`config.mk`:
```
export PLATFORM = sky130hd
export DESIGN_NAME = transfer_delay_seq
export DESIGN_NICKNAME = d
export VERILOG_FILES = /design/src/verilog/tick_divider.v /design/src/verilog/delay_timer.v /design/src/verilog/transfer_delay_seq.v
export VERILOG_INCLUDE_DIRS = /design/src /design/src/verilog
export SDC_FILE = /design/constraint.sdc
export NUM_CORES = 1
export LEC_CHECK = 0
export BUFFER_PORTS_ARGS = -buffer_cell sky130_fd_sc_hd__buf_2
export CORE_ASPECT_RATIO = 0.9
export CORE_MARGIN = 3
export CORE_UTILIZATION = 55
export CTS_CLUSTER_SIZE = 40
export DETAILED_ROUTE_END_ITERATION = 16
export PLACE_DENSITY = 0.74
export SLEW_MARGIN = 20
export SYNTH_ARGS = -nofsm -noshare
export SYNTH_HDL_FRONTEND = slang
export SYNTH_HIERARCHICAL = 1
export SYNTH_SLANG_ARGS = --single-unit
export TNS_END_PERCENT = 100
```
`constraint.sdc`:
```
create_clock -name i_clock -period 3.2 [get_ports i_clock]
set_input_delay 0 -clock i_clock [delete_from_list [all_inputs] [get_ports i_clock]]
set_output_delay 0 -clock i_clock [all_outputs]
set_load 0.005 [all_outputs]
```
`src/verilog/ats_delay_regs.vh`:
```
// constants for the transfer time-delay sequencer: map, fields, timing
`ifndef ATS_DELAY_REGS_VH
`define ATS_DELAY_REGS_VH

// clock and timebase
`define CLK_PERIOD_NS 4
`define TICK_PERIOD_NS 100000000
`define TICK_CYCLES (`TICK_PERIOD_NS / `CLK_PERIOD_NS)

// register byte addresses
`define ADR_CONFIG 8'h00
`define ADR_STATUS 8'h04

// config field positions, each selector is three bits wide
`define CFG_START_LSB 0
`define CFG_COOL_LSB 3
`define CFG_NE_LSB 6
`define CFG_EN_LSB 9
`define CFG_PAUSE_LSB 12
`define CFG_ELEV_LSB 15
`define CFG_POST_HOLD 18
`define CFG_WIDTH 19

// reset: start 3 s, cooldown 10 min, n-to-e 5 s, e-to-n 10 min,
// neutral pause 0, elevator 0, post-transfer hold off
`define CFG_RESET 19'h0071C

// delay tables in 0.1 s ticks, entry 0 in the low 16 bits
// 0, 0.5, 1, 2, 3, 4, 6, 10 s
`define TBL_SHORT 128'h0064_003C_0028_001E_0014_000A_0005_0000
// 0, 0.1, 5, 10, 15, 20, 25, 30 min
`define TBL_MINUTES 128'h4650_3A98_2EE0_2328_1770_0BB8_003C_0000
// 0, 1, 2, 3, 5, 30, 120, 300 s
`define TBL_LONG 128'h0BB8_04B0_012C_0032_001E_0014_000A_0000

`endif

```
`src/verilog/tick_divider.v`:
```
// one-cycle timebase enable derived from the system clock
`timescale 1ns/10ps
module tick_divider #(
  parameter CNT_W = 25,
  parameter TICK_CYCLES = 25000000
) (
  input wire i_clock,
  input wire i_rst_n,
  output reg o_tick
);
  localparam [CNT_W-1:0] LAST = TICK_CYCLES - 1;
  reg [CNT_W-1:0] count; // cycles since last tick

  // free-running divider, pulse on the last count
  always @(posedge i_clock or negedge i_rst_n) begin
    if (!i_rst_n) begin
      count <= {CNT_W{1'b0}};
      o_tick <= 1'b0;
    end else if (count == LAST) begin
      count <= {CNT_W{1'b0}};
      o_tick <= 1'b1;
    end else begin
      count <= count + 1'b1;
      o_tick <= 1'b0;
    end
  end
endmodule // tick_divider

```
`src/verilog/delay_timer.v`:
```
// one delay timer counting timebase ticks up to a limit
`timescale 1ns/10ps
module delay_timer #(
  parameter W = 16
) (
  input wire i_clock,
  input wire i_rst_n,
  input wire i_tick,
  input wire i_clear,
  input wire i_run,
  input wire i_force,
  input wire [W-1:0] i_limit,
  output reg o_active,
  output reg o_done
);
  reg [W-1:0] count; // ticks elapsed
  wire [W-1:0] count_inc = count + 1'b1;

  // clear wins; counting only while run is high and not yet expired;
  // a low run without clear simply holds the count
  always @(posedge i_clock or negedge i_rst_n) begin
    if (!i_rst_n) begin
      count <= {W{1'b0}};
      o_active <= 1'b0;
      o_done <= 1'b0;
    end else if (i_clear) begin
      count <= {W{1'b0}};
      o_active <= 1'b0;
      o_done <= 1'b0;
    end else if (i_run && !o_done) begin
      o_active <= 1'b1;
      // zero limit expires on the very next edge
      if (i_force || i_limit == {W{1'b0}} ||
          (i_tick && count_inc >= i_limit)) begin
        o_done <= 1'b1;
      end
      if (i_tick) begin
        count <= count_inc;
      end
    end
  end
endmodule // delay_timer

```
`src/verilog/transfer_delay_seq.v`:
```
// transfer switch time-delay sequencer with wishbone registers
//
// Overview of operation
// - engine start timer begins on utility failure
// - start delay 0,0.5,1,2,3,4,6,10 s; 3 s
// - utility returns during start delay: clear, no start
// - start delay expiry de-energizes start relay
// - override expires start, n-to-e, e-to-n timers
// - cooldown after retransfer; minute table, default 10
// - cooldown expiry stops generator, clears timer
// - override does not touch cooldown timer
// - n-to-e starts on failure/test with generator
// - n-to-e 0,1,2,3,5,30,120,300 s; 5 s
// - generator loss clears n-to-e, restarts later
// - inhibits block starting n-to-e and e-to-n
// - e-to-n starts on utility return or test end
// - utility loss restarts e-to-n; generator loss expires
// - neutral pause before closing; 0 s default
// - source loss keeps pause; go to live source
// - elevator output then delay, live transfers only
// - elevator expiry issues command, output drops unless post hold
// - elevator delay long table, default 0 s
// - inhibits and override ignore elevator delay
// - post hold reruns elevator delay after transfer
// - stop generator by energizing start relay
`timescale 1ns/10ps
`include "ats_delay_regs.vh"
module transfer_delay_seq #(
  parameter TICK_CYCLES = `TICK_CYCLES,
  parameter TW = 16
) (
  input wire i_clock,
  input wire i_rst_n,
  // wishbone classic slave
  input wire i_wb_cyc,
  input wire i_wb_stb,
  input wire i_wb_we,
  input wire [7:0] i_wb_adr,
  input wire [3:0] i_wb_sel,
  input wire [31:0] i_wb_dat,
  output reg [31:0] o_wb_dat,
  output reg o_wb_ack,
  // source sensors and switch position
  input wire i_utility_ok,
  input wire i_genset_ok,
  input wire i_at_utility,
  input wire i_at_genset,
  // operator and remote inputs
  input wire i_override_button,
  input wire i_override_input,
  input wire i_transfer_inhibit,
  input wire i_retransfer_inhibit,
  input wire i_test_active,
  // relay and actuator outputs
  output reg o_start_relay,
  output reg o_transfer_cmd,
  output reg o_retransfer_cmd,
  output reg o_elevator
);

  //////////////////////////////////////////////////////////////////////
  // timer indices and sequencer states

  localparam T_START = 0; // engine start
  localparam T_COOL = 1; // engine cooldown
  localparam T_NE = 2; // normal to emergency
  localparam T_EN = 3; // emergency to normal
  localparam T_PAUSE = 4; // neutral pause
  localparam T_ELEV = 5; // elevator
  localparam NT = 6;

  localparam [2:0] ST_NORMAL = 3'h0; // on utility
  localparam [2:0] ST_ELEV_PRE = 3'h1; // elevator warning
  localparam [2:0] ST_OPEN = 3'h2; // leaving the first source
  localparam [2:0] ST_PAUSE = 3'h3; // in neutral
  localparam [2:0] ST_CLOSE = 3'h4; // closing to the target
  localparam [2:0] ST_ELEV_POST = 3'h5; // elevator hold after transfer
  localparam [2:0] ST_GENSET = 3'h6; // on generator

  //////////////////////////////////////////////////////////////////////
  // registers and shared signals
  reg [`CFG_WIDTH-1:0] settings; // delay selectors and post hold
  reg [2:0] state; // sequencer state
  reg to_gen; // direction of the transfer under way
  reg live_xfer; // both sources up when the transfer began
  wire tick; // 0.1 s enable
  reg [NT-1:0] t_clear; // per-timer clear
  reg [NT-1:0] t_run; // per-timer run
  reg [NT-1:0] t_force; // per-timer forced expiry
  wire [NT*TW-1:0] t_limit; // per-timer limit in ticks
  wire [NT-1:0] t_active; // timer has begun
  wire [NT-1:0] t_done; // timer expired

  wire override = i_override_button | i_override_input;
  // a test or exercise behaves like a utility failure for the engine
  wire need_run = !i_utility_ok || i_test_active;
  wire want_xfer = need_run && i_genset_ok;
  wire post_hold = settings[`CFG_POST_HOLD];
  wire wb_req = i_wb_cyc && i_wb_stb;
  wire [2:0] sel_elev = settings[`CFG_ELEV_LSB +: 3];
  wire home_at_target = to_gen ? i_at_genset : i_at_utility;
  wire target_ok = to_gen ? i_genset_ok : i_utility_ok;
  wire other_ok = to_gen ? i_utility_ok : i_genset_ok;

  //////////////////////////////////////////////////////////////////////
  // timebase and the six delay timers
  tick_divider #(
    .CNT_W(25),
    .TICK_CYCLES(TICK_CYCLES)
  ) u_tick (
    .i_clock(i_clock),
    .i_rst_n(i_rst_n),
    .o_tick(tick)
  );

  // table lookup of each timer limit from its three-bit selector;
  // a literal cannot be part-selected, so each table is a net first
  wire [127:0] tbl_short = `TBL_SHORT; // half-second steps
  wire [127:0] tbl_minutes = `TBL_MINUTES; // minute steps
  wire [127:0] tbl_long = `TBL_LONG; // transfer and elevator steps
  assign t_limit[T_START*TW +: TW] =
    tbl_short[settings[`CFG_START_LSB +: 3]*16 +: 16];
  assign t_limit[T_COOL*TW +: TW] =
    tbl_minutes[settings[`CFG_COOL_LSB +: 3]*16 +: 16];
  assign t_limit[T_NE*TW +: TW] =
    tbl_long[settings[`CFG_NE_LSB +: 3]*16 +: 16];
  assign t_limit[T_EN*TW +: TW] =
    tbl_minutes[settings[`CFG_EN_LSB +: 3]*16 +: 16];
  assign t_limit[T_PAUSE*TW +: TW] =
    tbl_short[settings[`CFG_PAUSE_LSB +: 3]*16 +: 16];
  assign t_limit[T_ELEV*TW +: TW] =
    tbl_long[sel_elev*16 +: 16];

  genvar gi;
  generate
    for (gi = 0; gi < NT; gi = gi + 1) begin : g_timer
      delay_timer #(
        .W(TW)
      ) u_timer (
        .i_clock(i_clock),
        .i_rst_n(i_rst_n),
        .i_tick(tick),
        .i_clear(t_clear[gi]),
        .i_run(t_run[gi]),
        .i_force(t_force[gi]),
        .i_limit(t_limit[gi*TW +: TW]),
        .o_active(t_active[gi]),
        .o_done(t_done[gi])
      );
    end
  endgenerate

  //////////////////////////////////////////////////////////////////////
  // timer control, purely from present state and inputs
  always @* begin
    t_clear = {NT{1'b1}};
    t_run = {NT{1'b0}};
    t_force = {NT{1'b0}};
    // engine start: runs on failure, cleared only when it goes away
    t_clear[T_START] = !need_run;
    t_run[T_START] = need_run;
    t_force[T_START] = override;
    // cooldown: after retransfer, with the engine running; no override
    if (!need_run && !o_start_relay && state == ST_NORMAL &&
        i_at_utility) begin
      t_clear[T_COOL] = 1'b0;
      t_run[T_COOL] = 1'b1;
    end
    // normal to emergency: needs generator; inhibit blocks only a start
    if (state == ST_NORMAL && want_xfer) begin
      t_clear[T_NE] = 1'b0;
      t_run[T_NE] = t_active[T_NE] || !i_transfer_inhibit;
      t_force[T_NE] = override;
    end
    // emergency to normal: generator loss forces expiry if utility is up
    if (state == ST_GENSET && i_utility_ok) begin
      if (!i_genset_ok) begin
        t_clear[T_EN] = 1'b0;
        t_run[T_EN] = 1'b1;
        t_force[T_EN] = 1'b1;
      end else if (!i_test_active) begin
        t_clear[T_EN] = 1'b0;
        t_run[T_EN] = t_active[T_EN] ||
                      !i_retransfer_inhibit;
        t_force[T_EN] = override;
      end
    end
    // neutral pause keeps running whatever the sources do
    if (state == ST_PAUSE) begin
      t_clear[T_PAUSE] = 1'b0;
      t_run[T_PAUSE] = 1'b1;
    end
    // elevator: no inhibit or override term reaches it
    if (state == ST_ELEV_PRE || state == ST_ELEV_POST) begin
      t_clear[T_ELEV] = 1'b0;
      t_run[T_ELEV] = 1'b1;
    end
  end

  //////////////////////////////////////////////////////////////////////
  // engine start relay: energized means stop

  always @(posedge i_clock or negedge i_rst_n) begin
    if (!i_rst_n) begin
      o_start_relay <= 1'b1;
    end else if (o_start_relay && t_done[T_START]) begin
      o_start_relay <= 1'b0;
    end else if (!o_start_relay && t_done[T_COOL]) begin
      // energizing drops cooldown's run term, so it clears next edge
      o_start_relay <= 1'b1;
    end
  end

  //////////////////////////////////////////////////////////////////////
  // transfer sequencer

  always @(posedge i_clock or negedge i_rst_n) begin
    if (!i_rst_n) begin
      state <= ST_NORMAL;
      to_gen <= 1'b0;
      live_xfer <= 1'b0;
      o_transfer_cmd <= 1'b0;
      o_retransfer_cmd <= 1'b0;
      o_elevator <= 1'b0;
    end else begin
      case (state)
        ST_NORMAL: begin
          o_elevator <= 1'b0;
          if (i_at_genset && !i_at_utility) begin
            // switch found on generator, e.g. after manual handling
            state <= ST_GENSET;
          end else if (t_done[T_NE]) begin
            to_gen <= 1'b1;
            live_xfer <= i_utility_ok && i_genset_ok;
            // elevator step only between two live sources
            if (sel_elev != 3'h0 && i_utility_ok) begin
              o_elevator <= 1'b1;
              state <= ST_ELEV_PRE;
            end else begin
              o_transfer_cmd <= 1'b1;
              state <= ST_OPEN;
            end
          end
        end
        ST_GENSET: begin
          o_elevator <= 1'b0;
          if (i_at_utility && !i_at_genset) begin
            state <= ST_NORMAL;
          end else if (t_done[T_EN]) begin
            to_gen <= 1'b0;
            live_xfer <= i_utility_ok && i_genset_ok;
            if (sel_elev != 3'h0 && i_genset_ok) begin
              o_elevator <= 1'b1;
              state <= ST_ELEV_PRE;
            end else begin
              o_retransfer_cmd <= 1'b1;
              state <= ST_OPEN;
            end
          end
        end
        ST_ELEV_PRE: begin
          if (t_done[T_ELEV]) begin
            // hold keeps the output up through the whole transfer
            o_elevator <= post_hold;
            o_transfer_cmd <= to_gen;
            o_retransfer_cmd <= !to_gen;
            state <= ST_OPEN;
          end
        end
        ST_OPEN: begin
          if (home_at_target) begin
            // actuator went straight through, nothing to pause for
            o_transfer_cmd <= 1'b0;
            o_retransfer_cmd <= 1'b0;
            state <= (post_hold && o_elevator) ? ST_ELEV_POST :
                     (to_gen ? ST_GENSET : ST_NORMAL);
          end else if (!i_at_utility && !i_at_genset) begin
            // neutral reached: drop the command during the pause
            o_transfer_cmd <= 1'b0;
            o_retransfer_cmd <= 1'b0;
            state <= ST_PAUSE;
          end
        end
        ST_PAUSE: begin
          if (t_done[T_PAUSE]) begin
            // pick whichever source is still live at the end
            if (target_ok) begin
              o_transfer_cmd <= to_gen;
              o_retransfer_cmd <= !to_gen;
              state <= ST_CLOSE;
            end else if (other_ok) begin
              to_gen <= !to_gen;
              o_transfer_cmd <= !to_gen;
              o_retransfer_cmd <= to_gen;
              state <= ST_CLOSE;
            end
          end
        end
        ST_CLOSE: begin
          if (home_at_target) begin
            o_transfer_cmd <= 1'b0;
            o_retransfer_cmd <= 1'b0;
            if (post_hold && o_elevator) begin
              state <= ST_ELEV_POST;
            end else begin
              state <= to_gen ? ST_GENSET : ST_NORMAL;
            end
          end else if (!target_ok && other_ok) begin
            // target died while closing: turn back to the live one
            to_gen <= !to_gen;
            o_transfer_cmd <= !to_gen;
            o_retransfer_cmd <= to_gen;
          end
        end
        ST_ELEV_POST: begin
          if (t_done[T_ELEV]) begin
            o_elevator <= 1'b0;
            state <= to_gen ? ST_GENSET : ST_NORMAL;
          end
        end
        default: begin
          state <= ST_NORMAL;
          o_transfer_cmd <= 1'b0;
          o_retransfer_cmd <= 1'b0;
          o_elevator <= 1'b0;
        end
      endcase
    end
  end

  //////////////////////////////////////////////////////////////////////
  // wishbone slave: ack one cycle after the request, write on ack

  // ack drops the cycle after it rose, even if the master still holds
  always @(posedge i_clock or negedge i_rst_n) begin
    if (!i_rst_n) begin
      o_wb_ack <= 1'b0;
      o_wb_dat <= 32'h0000_0000;
    end else begin
      o_wb_ack <= wb_req && !o_wb_ack;
      if (wb_req && !o_wb_ack) begin
        case (i_wb_adr)
          `ADR_CONFIG: o_wb_dat <= {13'h0000, settings};
          `ADR_STATUS: o_wb_dat <= {17'h0_0000, live_xfer, to_gen, state,
                                   t_done, o_start_relay, o_transfer_cmd,
                                   o_retransfer_cmd, o_elevator};
          default: o_wb_dat <= 32'h0000_0000; // unmapped reads zero
        endcase
      end
    end
  end

  // config write lands on the edge where the master sees ack
  always @(posedge i_clock or negedge i_rst_n) begin
    if (!i_rst_n) begin
      settings <= `CFG_RESET;
    end else if (wb_req && o_wb_ack && i_wb_we &&
                 i_wb_adr == `ADR_CONFIG) begin
      if (i_wb_sel[0]) begin
        settings[7:0] <= i_wb_dat[7:0];
      end
      if (i_wb_sel[1]) begin
        settings[15:8] <= i_wb_dat[15:8];
      end
      if (i_wb_sel[2]) begin
        settings[18:16] <= i_wb_dat[18:16];
      end
    end
  end

endmodule // transfer_delay_seq

```
After elaboration in Yosys (flattened, before gate mapping)
Index checks and enable logic that the tools add are counted.

Register bits after elaboration: 191. Bits in latches: 0. Bits in writable memories: 0. Memory bits (read-only): 0. Input port bits: 58. Output and inout port bits: 37. Logic and storage cells: 317. Memories: 0.

$add $sub $neg: 7. $mul: 0. Divide/modulo/power cells: 0. $lt $le $gt $ge: 6. Equal/unequal tests: 42. Shift-type cells: 6. Mux-type cells: 123. Bitwise gates (word level): 4. Reduce and logical (&&, ||, !) cells: 101.

Operators by type and width (count): 128-bit by 8-bit indexed part select with 16-bit output, first input constant (6); 16-bit 2-to-1 mux (18); 16-bit by 1-bit adder with 16-bit output, second input constant (6); 16-bit >= comparator (6); 16-bit logical NOT (6); 1-bit 2-to-1 mux (81); 3-bit 2-to-1 mux (14); 19-bit one-hot mux with 2 select lines (1); 2-bit by 1-bit != test with 1-bit output, second input constant (17); 1-bit logical AND (33); 2-bit AND reduction (15); 25-bit by 1-bit adder with 25-bit output, second input constant (1); 25-bit equality test, second input constant (1); 25-bit 2-to-1 mux (1); 2-bit != test, second input constant (12); 3-bit one-hot mux with 7 select lines (1); 9-bit AND reduction (2); 1-bit logical NOT (16); 1-bit logical OR (13); 1-bit one-hot mux with 6 select lines (2); 10-bit AND reduction (1); 2-bit nonzero test (5); 3-bit equality test, second input constant (3); 3-bit != test, second input constant (3); other kinds (19) (25).

Longest topological paths before layout
Gate-level depths: netlist (run 1).

Depth in word-level cells: 10. Depth in mapped cells: 11.

Modules after synthesis
The synthesis (run 1) kept the hierarchy.

By module, submodules not included: delay_timer (times used 6, cells each 179, area an instance 1502.7 um2, seq. area each 450.4 um2); transfer_delay_seq (times used 1, cells each 401, area an instance 3472.1 um2, seq. area each 1209.9 um2); tick_divider (times used 1, cells each 130, area an instance 1340.0 um2, seq. area each 650.6 um2).

Worst setup path after synthesis (run 1)
Ideal clock, no wire load.

Path type: flip-flop to flip-flop. Start: reg g_timer[3].u_timer.count[0]. End: reg g_timer[3].u_timer.o_done. Arrival time: 2764 ps. Path slack: 354 ps. Stages on the path, launching flop included: 12. Path buffers: 0. Period minus slack after synthesis: 2846 ps. Cells stage by stage: dfrtp_1 > ha_1 > nand2_1 > nor4_2 > nand4_1 > xnor2_1 > ha_1 > nand4_1 > or4_1 > o31ai_1 > o311ai_0 > a31oi_1.

Longest elaborated chain between the ends: 6.

RTL lines: start: declaration (line delay_timer.v:16) `reg [W-1:0] count;`; start signal: assignment (line delay_timer.v:23) `count <= {W{1'b0}};`; start signal: assignment (line delay_timer.v:27) `count <= {W{1'b0}};`; start signal: assignment (line delay_timer.v:38) `count <= count_inc;`; 16-bit by 1-bit adder with 16-bit output (line delay_timer.v:17) `wire [W-1:0] count_inc = count + 1'b1;`; 16-bit >= comparator (line delay_timer.v:34) `(i_tick && count_inc >= i_limit)) begin`; 1-bit logical AND (line delay_timer.v:34); 1-bit logical OR (line delay_timer.v:33) `if (i_force || i_limit == {W{1'b0}} ||`; 2-bit nonzero test (no line); 2-bit AND reduction (no line); end signal: assignment (line delay_timer.v:25) `o_done <= 1'b0;`; end signal: assignment (line delay_timer.v:29) `o_done <= 1'b0;`; end signal: assignment (line delay_timer.v:35) `o_done <= 1'b1;`; end: declaration (line delay_timer.v:14) `output reg o_done`.

No other way between the ends. A chain may end at the register's enable or synchronous reset.

Final worst setup path (run 1)
Start: reg g_timer[0].u_timer.count[2]. End: reg g_timer[0].u_timer.o_done.

Longest elaborated chain between the ends: 6.

RTL lines (line): start: declaration (delay_timer.v:16); start signal: assignment (delay_timer.v:23); start signal: assignment (delay_timer.v:27); start signal: assignment (delay_timer.v:38); 16-bit by 1-bit adder with 16-bit output (delay_timer.v:17); 16-bit >= comparator (delay_timer.v:34); 1-bit logical AND (delay_timer.v:34); 1-bit logical OR (delay_timer.v:33); 2-bit != test (no line); 2-bit AND reduction (no line); end signal: assignment (delay_timer.v:25); end signal: assignment (delay_timer.v:29); end signal: assignment (delay_timer.v:35); end: declaration (delay_timer.v:14).

No other way between the ends.

==> results of run 1 <==
-- critical path: stages, from the launching register on --
cell,delay [ns]
dfrtp_1,0.45
and3_4,0.24
nand3_4,0.11
or4_4,0.52
xnor2_1,0.15
ha_1,0.29
nand4_1,0.12
or4_1,0.51
o31ai_1,0.19
o311ai_0,0.16
a31oi_1,0.21
-- sequential cells by signal, indices dropped and copies added, names as in the netlist, 2 cells and up --
| register | count |
|---|---|
| g_timer.u_timer/count | 96 |
| g_timer.u_timer/o_active | 2 |
| g_timer.u_timer/o_done | 6 |
| o_wb_dat | 19 |
| settings | 19 |
| state | 3 |
| u_tick/count | 25 |
-- timing repair --
action                                  in CTS  in global routing
buffers inserted                             0                  6
endpoints found under the hold margin      100                  0
endpoints found under the setup margin       0                  6
resized for setup                            0                 28
hold buffers                                26                  0
-- final cells by class --
cell class                      count  area share [%]
Multi-Input combinational cell   1287            55.7
Sequential cell                   178            28.5
Timing Repair Buffer              137            6.03
Inverter                          133            3.18
Clock buffer                       19            2.76
Tap cell                          336            2.68
Clock inverter                     13            1.10
-- worst min-delay path by stage --
stage,from,cells past startpoint,endpoint,slack [ns]
3_3_place_gp,i_rst_n,1,g_timer[2].u_timer/count[7],0.1
2_1_floorplan,i_rst_n,0,g_timer[0].u_timer/count[0],-0.30
4_1_cts,i_retransfer_inhibit,4,g_timer[3].u_timer/o_done,0.02
5_1_grt,i_retransfer_inhibit,4,g_timer[3].u_timer/o_active,0.07
3_5_place_dp,i_rst_n,1,g_timer[2].u_timer/count[5],0.10
6_report,i_retransfer_inhibit,4,g_timer[3].u_timer/o_done,0.05
-- report_power, final --
part	internal [W]	leakage [nW]	switching (W)
combinational	0.000406	4.21	0.000577
clock	0.00124	0.287	0.000950
sequential	0.00229	2.41	0.0000775
-- through the flow --
stage	cell area (um2)	std cells	total power, W	hold WS [ns]
6_report	15700	2103	0.00555	0.0547
5_1_grt	15700	2103	0.00582	0.0686
4_1_cts	15500	2097	0.00560	0.0157
3_5_place_dp	14700	2039	0.00336	0.100
3_3_place_gp	14700	2039	0.00334	0.0953
2_1_floorplan	14000	1680	0.00309	-0.296
-- metal layers --
layer / track usage [%] / up-vias / share of wire, %
met5: 0 / - / 0.086
met4: 6.01 / 4 / 1.5
met3: 4.43 / 42 / 4.4
met2: 38.8 / 246 / 46
met1: 32.9 / 5496 / 48
li1: - / 5811 / -
-- cell usage in the layout, fill, tap and decap left out, types with 44 or more instances in the layout --
cell / instances
buf_2: 66
nand4_1: 44
conb_1: 88
nand2_1: 157
dfrtp_1: 157
ha_1: 113
o21ai_0: 83
nand3_1: 79
xor2_1: 59
inv_1: 133
nor2_1: 111
xnor2_1: 96
a21oi_1: 91
==> metrics, run 1 <==
clock buffer count from CTS 17; core area 0.0244 mm2; WP data arrival 3.38 ns; Worst Setup Start Kind register; Slew Limit Fails 0; Pleak 6.90 nW; HP Class input pin to register; final design utilization 64.4%; multi-input combinational cell area 0.00875 mm2; register-to-register setup slack 0.18 ns; CTS tree built; GP Congestion 0.884; CTS H-Tree Depth 4; Ys Warns 6; CP Capture Point g_timer[0].u_timer/o_done; worst path required time 3.56 ns; # nets final 1925; overall routing resource usage 23.8%; post-DP HPWL 22.9 mm; Setup WS pre-CTS 0.104 ns; mean post-synth cell area 8.60 um2; drt total wl 31.4 mm; DRC viols 0; endpoint class of the critical path register; Final WS setup 0.179 ns; Antenna Nets Post-Route 0; total grt overflow 0; Final period util 94.4%; DR WL/cell 14.9 um; Clock Path Buffers 2; clock latency on the worst-skew pair 0.44 ns; Iter 0 DRT Violations 775; final hold violation count 0; Worst Path Max Fanout 6; Max-Cap Viols 0; starting density of the core 56.1%; Worst Setup SP g_timer[0].u_timer/count[2]; vias in the first global route 10900; drt via density 5.52; Achievable Freq 0.331 GHz; clock sink count 178; critical path class register to register; worst vdd ir 0.000317 V; Mapped Cells 1593; area growth from synthesis to layout 14.7%; final setup violation count 0; Root Buffer clkbuf_16; Cell Rows 54; First-pass DRT Iterations 7; Die Y 156 um; Ant. Diodes 0; Layout fillers 2019; clock slew at reported path FFs 0.07 ns; PwrDens 353 mW/mm2; via count 11600; largest net degree at the start of global routing 85; Seq. cell area 0.00448 mm2; first-pass GRT wire length 52.5 mm; die width 172 um; Die ar. 0.0268 mm2; R2R Path End g_timer[0].u_timer/o_done; layout cells sized above 1 14.3%; initial antenna violation count 2; final setup TNS 0 ns; Max-Slew Margin vs Limit 36.7%; r2r worst-path depth 10; Worst Tran Pin Value 0.949 ns; status finished clean; I/O Buffers 67; worst flop-to-flop path startpoint g_timer[0].u_timer/count[2]; Setup Skew 0.0105 ns; minimum clock period 3.02 ns; Cell Area, Synth 0.0137 mm2; Ports 95
(Power assumes the default switching activity.)
==> run 2: changes to the inputs <==
CORE_ASPECT_RATIO = default   (was 0.9)
==> metrics, run 2 (same netlist as run 1, synthesis figures left out) <==
GR Util met2 39.4% (+0.61 points); total grt overflow 0 (unchanged); HP Class input pin to register; r2r worst-path depth 11 (+1); Max-Slew Margin vs Limit 33.4% (-3.3 points); Final WS setup 0.126 ns (-0.0535 ns); combinational power share 17.6% (about the same); Worst Setup Start Kind register; Worst Path Max Fanout 6 (unchanged); starting density of the core 56.1% (unchanged); endpoint class of the critical path register; # nets final 1927 (+0.10%); final setup TNS 0 ns (unchanged); Achievable Freq 0.325 GHz (-1.7%); minimum clock period 3.07 ns (+0.0535 ns); Layout fillers 2080 (+3.0%); Iter 0 DRT Violations 629 (-19%); worst vdd ir 0.000377 V (+19%); via count 11600 (-0.13%); M3 GR Usage 3.28% (-1.2 points); Cell Rows 57 (+5.6%); most common cell after layout, fill and taps aside nand2_1; met1 GRT Util 31.6% (-1.3 points); Pleak 6.83 nW (-1.0%); clock slew at reported path FFs 0.07 ns (about the same); post-DP HPWL 22.5 mm (-1.7%); Setup Skew 0.00835 ns (-0.00212 ns); layout cells sized above 1 15.1% (+0.83 points); most utilized layer in the global route result met2; core area 0.0244 mm2 (unchanged); CTS H-Tree Depth 4 (unchanged); Placed Instances 2023 (-0.78%); largest reg by FF count g_timer.u_timer/count; Die Y 164 um (+5.2%); CTS tree built; post-route insts no fill 2094 (-0.43%); R2R Path End g_timer[5].u_timer/o_done; clock buffer count from CTS 17 (unchanged); final design utilization 64.3% (-0.087 points); Clock Path Buffers 2 (unchanged); clock sink count 178 (unchanged); Placed Area 0.0146 mm2 (-0.31%); register-to-register setup slack 0.13 ns (-0.05 ns); multi-input combinational cell area 0.00872 mm2 (-0.31%); First-pass DRT Iterations 5 (-2); drt total wl 31.3 mm (-0.29%); Slew Limit Fails 0 (unchanged); Root Buffer clkbuf_16; status finished clean; destination of the worst hold path g_timer[2].u_timer/o_done; die width 164 um (-5.0%); first-pass GRT wire length 51.9 mm (-1.1%); internal power 0.00388 W (-1.7%); clock latency on the worst-skew pair 0.43 ns (about the same); drt via density 5.53 (+0.30%); unrepaired setup endpoints after global routing yes; top flop regs g_timer.u_timer/count: 96 flops, u_tick/count: 25 flops; WP data arrival 3.42 ns (+0.04 ns); Max-Cap Viols 0 (unchanged); Die ar. 0.0268 mm2 (about the same); area growth from synthesis to layout 14.5%; Worst Tran Pin Value 0.998 ns (+0.0498 ns); Final period util 96.1% (+1.7 points); I/O Buffers 67 (unchanged); Sw Ratio 29.3% (+0.34 points); largest net degree at the start of global routing 131 (+54%); Final Instance Area 0.0157 mm2 (-0.14%); DR WL/cell 15.0 um (+0.14%); Seq. cell area 0.00449 mm2 (+0.22%); final setup violation count 0 (unchanged); Antenna Nets Post-Route 0 (unchanged); worst flop-to-flop path startpoint g_timer[5].u_timer/count[0]; critical hold path startpoint i_transfer_inhibit; Flop pwr share 43.5% (+0.8 points); Setup WS pre-CTS 0.0738 ns (-0.0299 ns); vias in the first global route 10900 (-0.073%); most frequent cells in the layout nand2_1, dfrtp_1, inv_1; GP Congestion 0.908 (+2.7%); final hold violation count 0 (unchanged); hold path cells 5 (+1); overall routing resource usage 23.4% (-0.36 points); clock share of power 38.9% (-0.7 points); DRC viols 0 (unchanged); Ports 95 (unchanged); worst path required time 3.55 ns (about the same); total net switching power 0.00160 W (about the same); max reg flops 96 (unchanged); PwrDens 350 mW/mm2 (-1.1%); initial antenna violation count 2 (unchanged); critical path class register to register
## run 2: worst max-delay path by stage
stage | slack [ns] | start | to | depth (start not counted)
after floorplan | 0.35 | g_timer[3].u_timer/count[0] | g_timer[3].u_timer/o_done | 11
after global placement | 0.20 | g_timer[4].u_timer/count[0] | g_timer[4].u_timer/o_done | 11
after detailed placement | 0.07 | g_timer[3].u_timer/count[2] | g_timer[3].u_timer/o_done | 10
after CTS | 0.008 | g_timer[3].u_timer/count[2] | g_timer[3].u_timer/o_done | 10
after global routing | -0.05 | g_timer[2].u_timer/count[1] | g_timer[2].u_timer/o_done | 11
final | 0.13 | g_timer[5].u_timer/count[0] | g_timer[5].u_timer/o_done | 11
## run 2: power by group through the flow
| stage | logic, W | clock network [W] | registers [W] |
|---|---|---|---|
| 2_1_floorplan | 0.000736 | 0 | 0.00236 |
| 3_3_place_gp | 0.000917 | 0 | 0.00243 |
| 3_5_place_dp | 0.000928 | 0 | 0.00243 |
| 4_1_cts | 0.000957 | 0.00219 | 0.00238 |
| 5_1_grt | 0.00106 | 0.00230 | 0.00239 |
| 6_report | 0.000963 | 0.00213 | 0.00238 |
## run 2: worst max-delay path: stages (launching register included)
cell and delay [ns]:
dfrtp_2 0.44, ha_1 0.19, nand2_1 0.11, nor4_4 0.39, nand4_1 0.18, xnor2_1 0.17, ha_1 0.28, nand4_1 0.13
or4_1 0.54, o31ai_1 0.20, o311ai_0 0.16, a31oi_1 0.21
## run 2: cell type report
class,instances,share of cell area [%]
inverter,133,3.18
clock buffer,17,2.71
antenna,1,0.0160
clock inverter,15,1.12
sequential,178,28.6
timing repair buffer,139,6.13
tap,324,2.59
multi-input combinational,1287,55.6
## run 2: layer usage
layer	share of wire, %	wire length [um]
met2	48	15100
met1	46	14400
met5	0.041	13
met4	1.8	569
met3	4.1	1280
## run 2: what timing repair did
action | CTS | global route
hold buffers | 25 | 0
endpoints found under the hold margin | 144 | 0
setup endpoints to repair | 0 | 6
resized for setup | 0 | 34
setup buffers | 0 | 13
## run 2: through the flow
step / hold slack (ns) / total power (W)
6_report: 0.0622 / 0.00548
5_1_grt: 0.0726 / 0.00575
4_1_cts: 0.0446 / 0.00553
3_5_place_dp: 0.235 / 0.00335
3_3_place_gp: 0.232 / 0.00334
2_1_floorplan: -0.296 / 0.00309
==> run 3: changes to the inputs <==
HOLD_SLACK_MARGIN = 0.03   (was default)
SYNTH_HIERARCHICAL = default   (was 1)
==> metrics, run 3 <==
Antenna Nets Post-Route 0 (unchanged); Synth Flop Type dfrtp_1; clock sink count 178 (unchanged); Iter 0 DRT Violations 634 (+0.79%); drt total wl 27.3 mm (-13%); Async SR Flop Fraction 100%; final setup violation count 0 (unchanged); initial antenna violation count 0 (-2); clock share of power 39.7% (+0.8 points); r2r worst-path depth 11 (unchanged); Worst Setup Start Kind register; Worst Tran Pin Value 0.938 ns (-0.0600 ns); Seq/Total Area, Yosys 37.8%; largest reg by FF count g_timer.u_timer.count; Worst Hold Slack 0.0526 ns (-0.00957 ns); synth top area cells dfrtp_1, ha_1, nor2_1, xor2_1, xnor2_1; Post-synth top cells nor2_1, dfrtp_1, nand2_1; drt via density 5.80 (+4.9%); CTS tree built; layout cells sized above 1 10.9% (-4.3 points); HP Class input pin to register; register-to-register setup slack 0.39 ns (+0.26 ns); max reg flops 96 (unchanged); worst flop-to-flop path startpoint g_timer[3].u_timer.count[0]; Slew Limit Fails 0 (unchanged); post-synth cell types 73; Ports 95 (unchanged); cell repeated most along the worst path ha_1; area growth from synthesis to layout 12.1%; clock buffer count from CTS 17 (unchanged); overall routing resource usage 23.6% (+0.11 points); Root Buffer clkbuf_16; total net switching power 0.00173 W (+8.0%); minimum clock period 2.81 ns (-0.260 ns); worst path required time 3.47 ns (-0.08 ns); critical path class register to register; Ys Warns 0 (-6); R2R Path End g_timer[3].u_timer.o_done; Flop pwr share 44.0% (+0.5 points); combinational power share 16.3% (-1.3 points); cells along the critical path ha_1 -> and3_1 -> and4_1 -> nand3_1 -> xnor2_1 -> ha_1 -> o21a_1 -> o21ai_0 -> a21oi_1 -> nor4_1 -> o22ai_1; starting density of the core 57.1% (+0.94 points); most common cell in the synthesized netlist nor2_1; Max-Cap Viols 0 (unchanged); Setup WS pre-CTS 0.388 ns (+0.314 ns); clock latency on the worst-skew pair 0.44 ns (about the same); hold path cells 4 (-1); vias in the first global route 9563 (-12%); area leader, netlist dfrtp_1; Cell Rows 52 (-8.8%); Die Y 153 um (-6.9%); Mapped Cells 1359 (-15%); first-pass GRT wire length 46.1 mm (-11%); CP max-delay cell dfrtp_1; Cell Area, Synth 0.0118 mm2 (-14%); Sw Ratio 31.7% (+2.5 points); Final period util 87.9% (-8.1 points); Pleak 5.79 nW (-15%); GP Congestion 0.944 (+4.0%); FF+latch count, synth 178; most common cell after layout, fill and taps aside nor2_1; internal power 0.00373 W (-3.9%); Post-synth EDFFs 0; final setup TNS 0 ns (unchanged); critical hold path startpoint i_override_input; Worst Path Max Fanout 6 (unchanged); Setup Skew 0.0174 ns (+0.00905 ns); largest net degree at the start of global routing 78 (-40%); mean post-synth cell area 8.69 um2 (+1.1%); Total Power 0.00546 W (-0.38%); status finished clean; slowest cell delay on critical path 0.41 ns (-0.13 ns); Final WS setup 0.386 ns (+0.260 ns); I/O Buffers 67 (unchanged); most frequent cells in the layout nor2_1, dfrtp_1, nand2_1; endpoint class of the critical path register; Achievable Freq 0.355 GHz (+9.2%); Synth top area share 36.2%; final hold violation count 0 (unchanged); unrepaired setup endpoints after global routing no; Clock Path Buffers 2 (unchanged); Die ar. 0.0233 mm2 (-13%); final design utilization 64.0% (-0.31 points); clock slew at reported path FFs 0.08 ns (about the same); PwrDens 413 mW/mm2 (+18%); Max-Slew Margin vs Limit 37.4% (+4.0 points); worst vdd ir 0.000339 V (-10%); DR WL/cell 15.9 um (+6.4%); top flop regs g_timer.u_timer.count: 96 flops, u_tick.count: 25 flops; CTS H-Tree Depth 4 (unchanged); core area 0.0207 mm2 (-15%); die width 153 um (-6.9%); via count 9943 (-14%); total grt overflow 0 (unchanged); # nets final 1565 (-19%); WP data arrival 3.09 ns (-0.33 ns); destination of the worst hold path g_timer[0].u_timer.o_done; post-DP HPWL 19.4 mm (-14%); DRC viols 0 (unchanged); First-pass DRT Iterations 5 (unchanged)
==> run 3: per-stage QoR <==
stage	cells	instance area, um2
finish	1714	13200
global route	1713	13200
CTS	1713	13200
detailed placement	1652	12300
global placement	1652	12300
floorplan	1371	11900
==> run 3: logic make-up after synthesis <==
kind of cell | share of synthesized area (%)
compound gates | 11.9
simple gates | 23.2
fa+ha+maj | 8.16
flops | 37.8
xor+xnor | 11.1
mux | 4.15
buf+inv | 3.73
other cells | 0.0318
==> run 3: layout make-up <==
type	count	area (um2)
sequential	178	4460
inverter	30	113
fill	1710	7450
clock inverter	15	194
clock buffer	17	425
multi-input combinational	1093	6950
timing repair buffer	110	749
antenna	1	2.50
tap	270	338
==> run 3: worst max-delay path by stage <==
stage | cells past startpoint | slack, ns | end | from
after floorplan | 11 | 0.69 | g_timer[2].u_timer.o_done | settings[8]
after global placement | 11 | 0.44 | g_timer[3].u_timer.o_done | g_timer[3].u_timer.count[0]
after detailed placement | 11 | 0.39 | g_timer[3].u_timer.o_done | g_timer[3].u_timer.count[0]
after CTS | 11 | 0.36 | g_timer[3].u_timer.o_done | g_timer[3].u_timer.count[0]
after global routing | 11 | 0.04 | g_timer[3].u_timer.o_done | g_timer[3].u_timer.count[0]
final | 11 | 0.39 | g_timer[3].u_timer.o_done | g_timer[3].u_timer.count[0]
==> run 3: what timing repair did <==
action,4_1_cts,5_1_grt
resized for setup,0,0
endpoints found under the hold margin,98,0
hold buffers,29,0
buffers inserted,0,0
==> run 3: critical path: cells and delay by family, from the launching register on <==
kind / cells / cell delay (ns)
adder cells (fa/ha/maj): 2 / 0.55
AO/OA/AOI/OAI: 4 / 0.52
AND/OR/NAND/NOR: 4 / 0.99
flip-flops: 1 / 0.41
XOR/XNOR: 1 / 0.16
==> run 3: per-layer routing <==
metal  vias up  part of all wire [%]  global-route usage (%)
li1       4882                     -                       -
met1      4799                    46                    32.6
met2       219                    48                    38.1
met3        43                   4.0                    4.23
met4         0                   2.0                    7.09
met5         -                     0                       0
==> run 3: power by group through the flow <==
stage | Combinational [W] | Clock (W) | Sequential, W
after floorplan | 0.000617 | 0 | 0.00240
after global placement | 0.000836 | 0 | 0.00244
after CTS | 0.000879 | 0.00221 | 0.00240
after detailed placement | 0.000849 | 0 | 0.00244
final | 0.000889 | 0.00217 | 0.00240
after global routing | 0.000993 | 0.00232 | 0.00241
